### src/rtl/pdd_defines.svh
// Constants for the programmable decade divider
`ifndef PDD_DEFINES_SVH
`define PDD_DEFINES_SVH

// Decade positions in the cascade
`define PDD_NUM_DEC      3
`define PDD_UNITS        0
`define PDD_TENS         1
`define PDD_HUNDREDS     2

// BCD count values
`define PDD_BCD_ZERO     4'h0
`define PDD_BCD_ONE      4'h1
`define PDD_BCD_NINE     4'h9

// Reset values
`define PDD_RST_CNT      4'h0
`define PDD_RST_THOU     1'h0
`define PDD_RST_OUT      1'h0

`endif

### src/rtl/pdd_pkg.sv
// Types for the programmable decade divider
package pdd_pkg;

  // One BCD digit
  typedef logic [3:0] pdd_bcd_t;

  // Result of clocking one decade
  typedef struct packed {
    logic     carry;
    pdd_bcd_t val;
  } pdd_step_t;

  // What the cascade does on one oscillator event
  typedef enum {
    PDD_ACT_HOLD,
    PDD_ACT_INIT,
    PDD_ACT_RELOAD,
    PDD_ACT_COUNT
  } pdd_act_t;

endpackage : pdd_pkg

### src/rtl/pdd_divider.sv
// Programmable divide-by-N counter built from cascaded decade down-counters
`include "pdd_defines.svh"
`timescale 1ns/1ps
`default_nettype none

// Notes on behaviour
// Each decade loads its BCD preset 0 to 9 on recycle, then counts down.
// Each clock event to a decade lowers its count by one.
// The units decade counts on each falling oscillator edge.
// A decade at zero raises its recycle request unless a later one holds low.
// With recycle request free, the event after zero reloads the preset.
// With recycle request held low, the event after zero loads nine.
// The last decade governs reload; earlier decades run one extra nine-to-zero cycle.
// Each zero-to-nine wrap makes a carry that clocks the next decade once.
// No decade reloads while any later recycle request is low.
// Oscillator pulses gate every decade and the final output gate.
// Hundreds wrap clocks the output flip-flop, gated with hundreds request.
// Output pulses only when gate and all recycle requests are high together.
// Presets come as BCD from weight eight, four, two and one inputs.
// The preset supplied equals station number plus 140.
// Output period equals preset count times oscillator period; a preset of zero gives one oscillator period.
// The reference compared against is a steady 1 ms pulse train.
// A synchronous init loads all presets, thousands into the output flip-flop, and clears the output.
// All events run on one clock with falling-edge detect on the oscillator.
module pdd_divider (
  // Clock and reset
  input  wire logic       clk,
  input  wire logic       rst_n,
  input  wire logic       clk_en,
  // Oscillator pulse train and initialization
  input  wire logic       osc_pulse_in,
  input  wire logic       init,
  // BCD presets, bit 0 units, bit 1 tens, bit 2 hundreds
  input  wire logic [2:0] preset_weight_eight,
  input  wire logic [2:0] preset_weight_four,
  input  wire logic [2:0] preset_weight_two,
  input  wire logic [2:0] preset_weight_one,
  // Thousands preset held by the output flip-flop
  input  wire logic       thousands_preset,
  // Divided output and status
  output var  logic       divided_pulse_out,
  output var  logic       recycle_ready
);

  // Clocks one decade: wrap to nine with carry, else step down
  function automatic pdd_pkg::pdd_step_t dec_step(input pdd_pkg::pdd_bcd_t c);
    pdd_pkg::pdd_step_t r;
    r.carry = 1'b0;
    r.val   = c;
    if (c == `PDD_BCD_ZERO)
    begin
      r.carry = 1'b1;
      r.val   = `PDD_BCD_NINE;
    end
    else
    begin
      r.val   = c - `PDD_BCD_ONE;
    end
    return r;
  endfunction

  // Builds one decade preset from its weighted inputs
  function automatic pdd_pkg::pdd_bcd_t preset_of(input int unsigned i);
    preset_of = {preset_weight_eight[i], preset_weight_four[i],
                 preset_weight_two[i], preset_weight_one[i]};
  endfunction

  // State
  pdd_pkg::pdd_bcd_t  cnt      [0:`PDD_NUM_DEC-1];
  pdd_pkg::pdd_bcd_t  next_cnt [0:`PDD_NUM_DEC-1];
  logic               thou;
  logic               next_thou;
  logic               osc_q;
  logic               next_osc_q;
  logic               next_divided_pulse_out;
  logic               next_recycle_ready;

  // Decode
  logic               osc_fall;
  logic [2:0]         rr;
  logic               all_done;
  pdd_pkg::pdd_act_t  act;
  pdd_pkg::pdd_step_t st_u;
  pdd_pkg::pdd_step_t st_t;
  pdd_pkg::pdd_step_t st_h;
  pdd_pkg::pdd_bcd_t  preset_u;
  pdd_pkg::pdd_bcd_t  preset_t;
  pdd_pkg::pdd_bcd_t  preset_h;

  // Falling edge of the oscillator pulse train
  assign osc_fall = osc_q & ~osc_pulse_in;

  // Recycle requests per decade, wired together as the cascade line
  assign rr[`PDD_UNITS]    = (cnt[`PDD_UNITS]    == `PDD_BCD_ZERO);
  assign rr[`PDD_TENS]     = (cnt[`PDD_TENS]     == `PDD_BCD_ZERO);
  assign rr[`PDD_HUNDREDS] = (cnt[`PDD_HUNDREDS] == `PDD_BCD_ZERO);
  assign all_done = (&rr) & ~thou;

  assign st_u = dec_step(cnt[`PDD_UNITS]);
  assign st_t = dec_step(cnt[`PDD_TENS]);
  assign st_h = dec_step(cnt[`PDD_HUNDREDS]);

  // Presets as seen on the weight inputs
  always_comb
  begin
    preset_u = preset_of(`PDD_UNITS);
    preset_t = preset_of(`PDD_TENS);
    preset_h = preset_of(`PDD_HUNDREDS);
  end

  // Action for this cycle
  always_comb
  begin
    if (init)
      act = pdd_pkg::PDD_ACT_INIT;
    else if (all_done && (osc_pulse_in || osc_fall))
      act = pdd_pkg::PDD_ACT_RELOAD;
    else if (osc_fall)
      act = pdd_pkg::PDD_ACT_COUNT;
    else
      act = pdd_pkg::PDD_ACT_HOLD;
  end

  // Next counter state
  always_comb
  begin
    for (int i = 0; i < `PDD_NUM_DEC; i++)
      next_cnt[i] = cnt[i];
    next_thou  = thou;
    next_osc_q = osc_pulse_in;
    case (act)
      pdd_pkg::PDD_ACT_INIT,
      pdd_pkg::PDD_ACT_RELOAD:
      begin
        for (int i = 0; i < `PDD_NUM_DEC; i++)
          next_cnt[i] = preset_of(i);
        next_thou = thousands_preset;
      end
      pdd_pkg::PDD_ACT_COUNT:
      begin
        // Not all done, so a decade at zero wraps to nine
        next_cnt[`PDD_UNITS] = st_u.val;
        if (st_u.carry)
        begin
          next_cnt[`PDD_TENS] = st_t.val;
          if (st_t.carry)
          begin
            next_cnt[`PDD_HUNDREDS] = st_h.val;
            if (st_h.carry)
              next_thou = 1'b0;
          end
        end
      end
      pdd_pkg::PDD_ACT_HOLD:
      begin
        next_thou = thou;
      end
      default:
      begin
        next_thou = thou;
      end
    endcase
  end

  // Final output gate: oscillator high with every request released
  always_comb
  begin
    next_divided_pulse_out = osc_pulse_in & all_done & ~init;
    next_recycle_ready     = all_done;
  end

  always_ff @(posedge clk or negedge rst_n)
  begin
    if (!rst_n)
    begin
      for (int i = 0; i < `PDD_NUM_DEC; i++)
        cnt[i] <= `PDD_RST_CNT;
      thou              <= `PDD_RST_THOU;
      osc_q             <= 1'b0;
      divided_pulse_out <= `PDD_RST_OUT;
      recycle_ready     <= 1'b0;
    end
    else if (clk_en)
    begin
      for (int i = 0; i < `PDD_NUM_DEC; i++)
        cnt[i] <= next_cnt[i];
      thou              <= next_thou;
      osc_q             <= next_osc_q;
      divided_pulse_out <= next_divided_pulse_out;
      recycle_ready     <= next_recycle_ready;
    end
  end

  // Checks
  property p_init_load;
    @(posedge clk) disable iff (!rst_n)
    (clk_en && init) |=> (cnt[`PDD_UNITS] == $past(preset_u))
      && (cnt[`PDD_HUNDREDS] == $past(preset_h))
      && (thou == $past(thousands_preset));
  endproperty
  a_init_load: assert property (p_init_load)
    else $error("init did not load presets");

  property p_units_down;
    @(posedge clk) disable iff (!rst_n)
    (clk_en && !init && osc_fall && !all_done && !rr[`PDD_UNITS])
      |=> cnt[`PDD_UNITS] == $past(cnt[`PDD_UNITS]) - `PDD_BCD_ONE;
  endproperty
  a_units_down: assert property (p_units_down)
    else $error("units decade did not step down");

  property p_hold_no_edge;
    @(posedge clk) disable iff (!rst_n)
    (!init && !osc_fall && !(osc_pulse_in && all_done))
      |=> $stable(cnt[`PDD_UNITS]) && $stable(thou);
  endproperty
  a_hold_no_edge: assert property (p_hold_no_edge)
    else $error("count moved without a falling edge");

  property p_wrap_nine;
    @(posedge clk) disable iff (!rst_n)
    (clk_en && !init && osc_fall && !all_done && rr[`PDD_UNITS])
      |=> cnt[`PDD_UNITS] == `PDD_BCD_NINE;
  endproperty
  a_wrap_nine: assert property (p_wrap_nine)
    else $error("held decade did not load nine");

  property p_reload;
    @(posedge clk) disable iff (!rst_n)
    (clk_en && !init && all_done && osc_pulse_in)
      |=> (cnt[`PDD_TENS] == $past(preset_t)) && (cnt[`PDD_UNITS] == $past(preset_u));
  endproperty
  a_reload: assert property (p_reload)
    else $error("cascade did not reload");

  property p_carry_tens;
    @(posedge clk) disable iff (!rst_n)
    (clk_en && !init && osc_fall && !all_done && rr[`PDD_UNITS] && !rr[`PDD_TENS])
      |=> cnt[`PDD_TENS] == $past(cnt[`PDD_TENS]) - `PDD_BCD_ONE;
  endproperty
  a_carry_tens: assert property (p_carry_tens)
    else $error("units wrap did not clock tens");

  property p_thou_clock;
    @(posedge clk) disable iff (!rst_n)
    (clk_en && !init && osc_fall && !all_done && (&rr)) |=> !thou;
  endproperty
  a_thou_clock: assert property (p_thou_clock)
    else $error("hundreds wrap did not clock output flip-flop");

  property p_out_gate;
    @(posedge clk) disable iff (!rst_n)
    (clk_en && osc_pulse_in && all_done && !init) ##1 1'b1 |-> divided_pulse_out;
  endproperty
  a_out_gate: assert property (p_out_gate)
    else $error("gated output missing");

  property p_out_cause;
    @(posedge clk) disable iff (!rst_n)
    $rose(divided_pulse_out) |-> $past(all_done) && $past(osc_pulse_in);
  endproperty
  a_out_cause: assert property (p_out_cause)
    else $error("output pulse without gate and requests");

  property p_freeze;
    @(posedge clk) disable iff (!rst_n)
    !clk_en |=> $stable(cnt[`PDD_UNITS]) && $stable(cnt[`PDD_HUNDREDS]) && $stable(thou)
      && $stable(divided_pulse_out) && $stable(recycle_ready);
  endproperty
  a_freeze: assert property (p_freeze)
    else $error("state moved while clock enable low");

  property p_ready_set;
    @(posedge clk) disable iff (!rst_n)
    (clk_en && all_done) |=> recycle_ready;
  endproperty
  a_ready_set: assert property (p_ready_set)
    else $error("recycle ready missing at all zero");

  property p_ready_clear;
    @(posedge clk) disable iff (!rst_n)
    (clk_en && !all_done) |=> !recycle_ready;
  endproperty
  a_ready_clear: assert property (p_ready_clear)
    else $error("recycle ready while a decade is held");

  property p_tens_still;
    @(posedge clk) disable iff (!rst_n)
    (clk_en && !init && osc_fall && !all_done && !rr[`PDD_UNITS])
      |=> $stable(cnt[`PDD_TENS]);
  endproperty
  a_tens_still: assert property (p_tens_still)
    else $error("tens moved without a units wrap");

  property p_held_no_reload;
    @(posedge clk) disable iff (!rst_n)
    (clk_en && !init && osc_pulse_in && !all_done)
      |=> $stable(cnt[`PDD_UNITS]) && $stable(cnt[`PDD_HUNDREDS]);
  endproperty
  a_held_no_reload: assert property (p_held_no_reload)
    else $error("decade reloaded while a request was held");

  property p_init_clear;
    @(posedge clk) disable iff (!rst_n)
    (clk_en && init) |=> !divided_pulse_out;
  endproperty
  a_init_clear: assert property (p_init_clear)
    else $error("init did not clear the output");

  property p_out_fall;
    @(posedge clk) disable iff (!rst_n)
    (clk_en && !init && osc_fall) |=> !divided_pulse_out;
  endproperty
  a_out_fall: assert property (p_out_fall)
    else $error("output pulse while oscillator low");

endmodule : pdd_divider

`default_nettype wire

### config.mk
export PLATFORM = sky130hd
export DESIGN_NAME = pdd_divider
export DESIGN_NICKNAME = d
export VERILOG_FILES = /design/src/rtl/pdd_pkg.sv /design/src/rtl/pdd_divider.sv
export VERILOG_INCLUDE_DIRS = /design/src /design/src/rtl
export SDC_FILE = /design/constraint.sdc
export NUM_CORES = 1
export LEC_CHECK = 0
export BUFFER_PORTS_ARGS = -buffer_cell sky130_fd_sc_hd__buf_2
export CAP_MARGIN = 15
export CORE_MARGIN = 4
export CORE_UTILIZATION = 45
export CTS_CLUSTER_DIAMETER = 100
export DETAILED_ROUTE_END_ITERATION = 7
export PLACE_DENSITY = 0.71
export SKIP_LAST_GASP = 1
export SYNTH_ARGS = -nofsm -noshare
export SYNTH_HDL_FRONTEND = slang
export SYNTH_SLANG_ARGS = --single-unit
### constraint.sdc
create_clock -name clk -period 2.4 [get_ports clk]
set_input_delay 0.24 -clock clk [delete_from_list [all_inputs] [get_ports clk]]
set_output_delay 0.24 -clock clk [all_outputs]
set_load 0.02 [all_outputs]
==> results.toml <==
[clock_network]
clkSinkCount = 16
cts_root_buffer = "clkbuf_4"
cts-resized-gates = 0
insertion_delay_ns = 0.29
htree_levels = 1
cts_tree = "yes"
cts_buffers = 3
clk_path_buf_depth = 2
clk_pin_slew_ns = 0.11

[timing]
maxSlewViolCount = 0
worst-slew-pin-transition_ns = 0.645
setup_tns_ns = 0
hold_viol = 0
hold_ws_ns = 0.184
fin_crit_sh_pct = 90.0
finalClockSkew_ns = 0.00560
max-slew-margin-rel_pct = 56.4
fmax_mhz = 463
grt_setup_unrepaired = "false"
setup-violations-final = 0
fin_crit_ns = 2.16

[place]
dp_hpwl_mm = 2.13
port_buffers = 19
globalplace.congestion = 0.840

[worst_setup_path]
crit_buf_inv = 0
rrSetupSlack_ns = 0.24
crit_chain = "or4_1 -> or4_4 -> a222oi_1 -> o22ai_1"
critPathMaxStageDelay_ns = 0.65
crit_path_end_kind = "register"
r2r_end = "cnt[5]$_DFFE_PN0P_"
critPathTopFamily = "simple AND/OR/NAND/NOR gates"
cp-start-kind = "register"
cp_slowest_cell = "or4_1"
cp_data_required_time_ns = 2.57
timing.critical_path.from = "cnt[0]$_DFFE_PN0P_"
r2r_start = "cnt[0]$_DFFE_PN0P_"
rr_worst_depth = 4
cp.arrival_ns = 2.33
critPathMaxFanout = 8
crit_type = "register to register"

[global_route]
grt_util_all_layers_pct = 19.5
grt_antenna_before_repair = 0
grt_pass1_vias = 1064
gr-total-overflow = 0
grt_max_degree = 17
grt_pass1_wl_mm = 5.00

[layout]
area_growth_pct = 19.9
final_cell_mix = "buf_2 (19), dfrtp_1 (16), inv_1 (12)"
layout_commonest_cell = "buf_2"
multi_input_area_um2 = 601
register_area_um2 = 400
diodes = 0
fillCellCount = 209
nNetsFinal = 159
drive_gt1_share_pct = 27.1

[logic_synthesis]
syn_area_per_cell_um2 = 9.36
synth_top_area_cell = "dfrtp_1"
synth_nets = 131
seq_area_frac_synth_pct = 37.9
synth-seq-cells = 16
syn-instance-count = 113
netlist_area_mm2 = 0.00106
yosysUniqueCellTypes = 37
synth_area_leaders = "dfrtp_1 (38%), o2bb2ai_1 (5.0%), inv_1 (4.3%)"
ys_warn_count = 0
yosysTopAreaCellShare_pct = 37.9

[min_path]
whs_path_depth = 3
hold_start = "thousands_preset"
min_to = "thou$_DFFE_PN0P_"
worst_hold_path_type = "input pin to register"

[floorplanning]
rows = 17
io_pins = 20
die_h_um = 56.5
start_util_pct = 47.3
die_area_mm2 = 0.00319
core-area_mm2 = 0.00223
die_w_um = 56.5

[power]
p_total_mw = 0.878
power_leakage_nw = 0.546
ir_drop_v = 0.000355
power_density_mw_per_mm2 = 692

[route]
vias = 1100
wl_mm = 2.95
via_per_inst = 6.55
drc = 0
wire_per_inst_um = 17.5
drtAntennaViolNets = 0
drtIter0Drc = 65
first_pass_iters = 4

[run_status]
status = "finished clean"

[flow_run]
drv_cap = 0
## flip-flops by register name (all words and copies together), names as in the netlist
| signal | cells |
|---|---|
| divided_pulse_out | 1 |
| recycle_ready | 1 |
| osc_q | 1 |
| cnt | 12 |
| thou | 1 |
## how the worst max path moves through the flow
stage,to,cells past startpoint
floorplan,cnt[5]$_DFFE_PN0P_,4
global placement,cnt[5]$_DFFE_PN0P_,4
detailed placement,cnt[5]$_DFFE_PN0P_,4
CTS,cnt[5]$_DFFE_PN0P_,4
global route,cnt[5]$_DFFE_PN0P_,4
finish,cnt[5]$_DFFE_PN0P_,4
## worst min-delay path: stages
cell     delay [ns]
buf_2          0.10
nand2_1        0.05
o22ai_1        0.05
## per-stage QoR
stage          cell area, µm²  util (%)  worst slack, ns  cells
2_1_floorplan            1060         -            0.394    113
3_3_place_gp             1220      54.7            0.338    163
3_5_place_dp             1220      54.7            0.285    163
4_1_cts                  1270      56.8            0.260    168
5_1_grt                  1270      56.8            0.175    168
6_report                 1270      56.8            0.241    168
## cell type report
cell class,instances,share of cell area [%]
multi-input cells,82,47.4
clock buffers,4,2.86
flip-flops and latches,16,31.6
well taps,28,2.76
inverters,12,3.55
repair buffers,26,11.8
## routing by layer
metal,share of wire (%),GRT usage [%]
met5,0,0
met4,0.51,5.08
met3,6.4,3.45
met2,50,32.7
met1,43,25.7
## cell usage after synthesis (all sizes together)
| cell | instances |
|---|---|
| o2bb2ai | 6 |
| nand2b | 1 |
| a41oi | 2 |
| or3 | 1 |
| a222oi | 4 |
| nor3b | 1 |
| nor4 | 4 |
| nand3 | 2 |
| o32ai | 1 |
| o22ai | 4 |
| nand4 | 3 |
| a21o | 1 |
| o41ai | 2 |
| mux2 | 1 |
| and2 | 1 |
| clkbuf | 3 |
| or3b | 1 |
| nor2 | 5 |
| or4b | 1 |
| a21oi | 3 |
| o21ai | 9 |
| inv | 12 |
| a22oi | 4 |
| o22a | 1 |
| mux2i | 2 |
| or4 | 4 |
| a2bb2oi | 5 |
| a221oi | 2 |
| and3b | 1 |
| nand2 | 6 |
| nor2b | 1 |
| a22o | 3 |
| dfrtp | 16 |
## kinds of logic after synthesis
group / synth area share [%]
compound gates: 34.8
simple gates: 19.1
flops: 37.9
buf+inv: 5.33
mux: 2.96
## repair_timing
item	in CTS	in global routing
setup buffers	0	0
hold endpoints to repair	16	0
hold buffers	1	0
## report_power, final
group | switching (mW) | internal, mW
sequential | 0.0898 | 0.333
clock | 0.0945 | 0.0923
combinational | 0.143 | 0.125
Power figures use the tool's default switching activity.
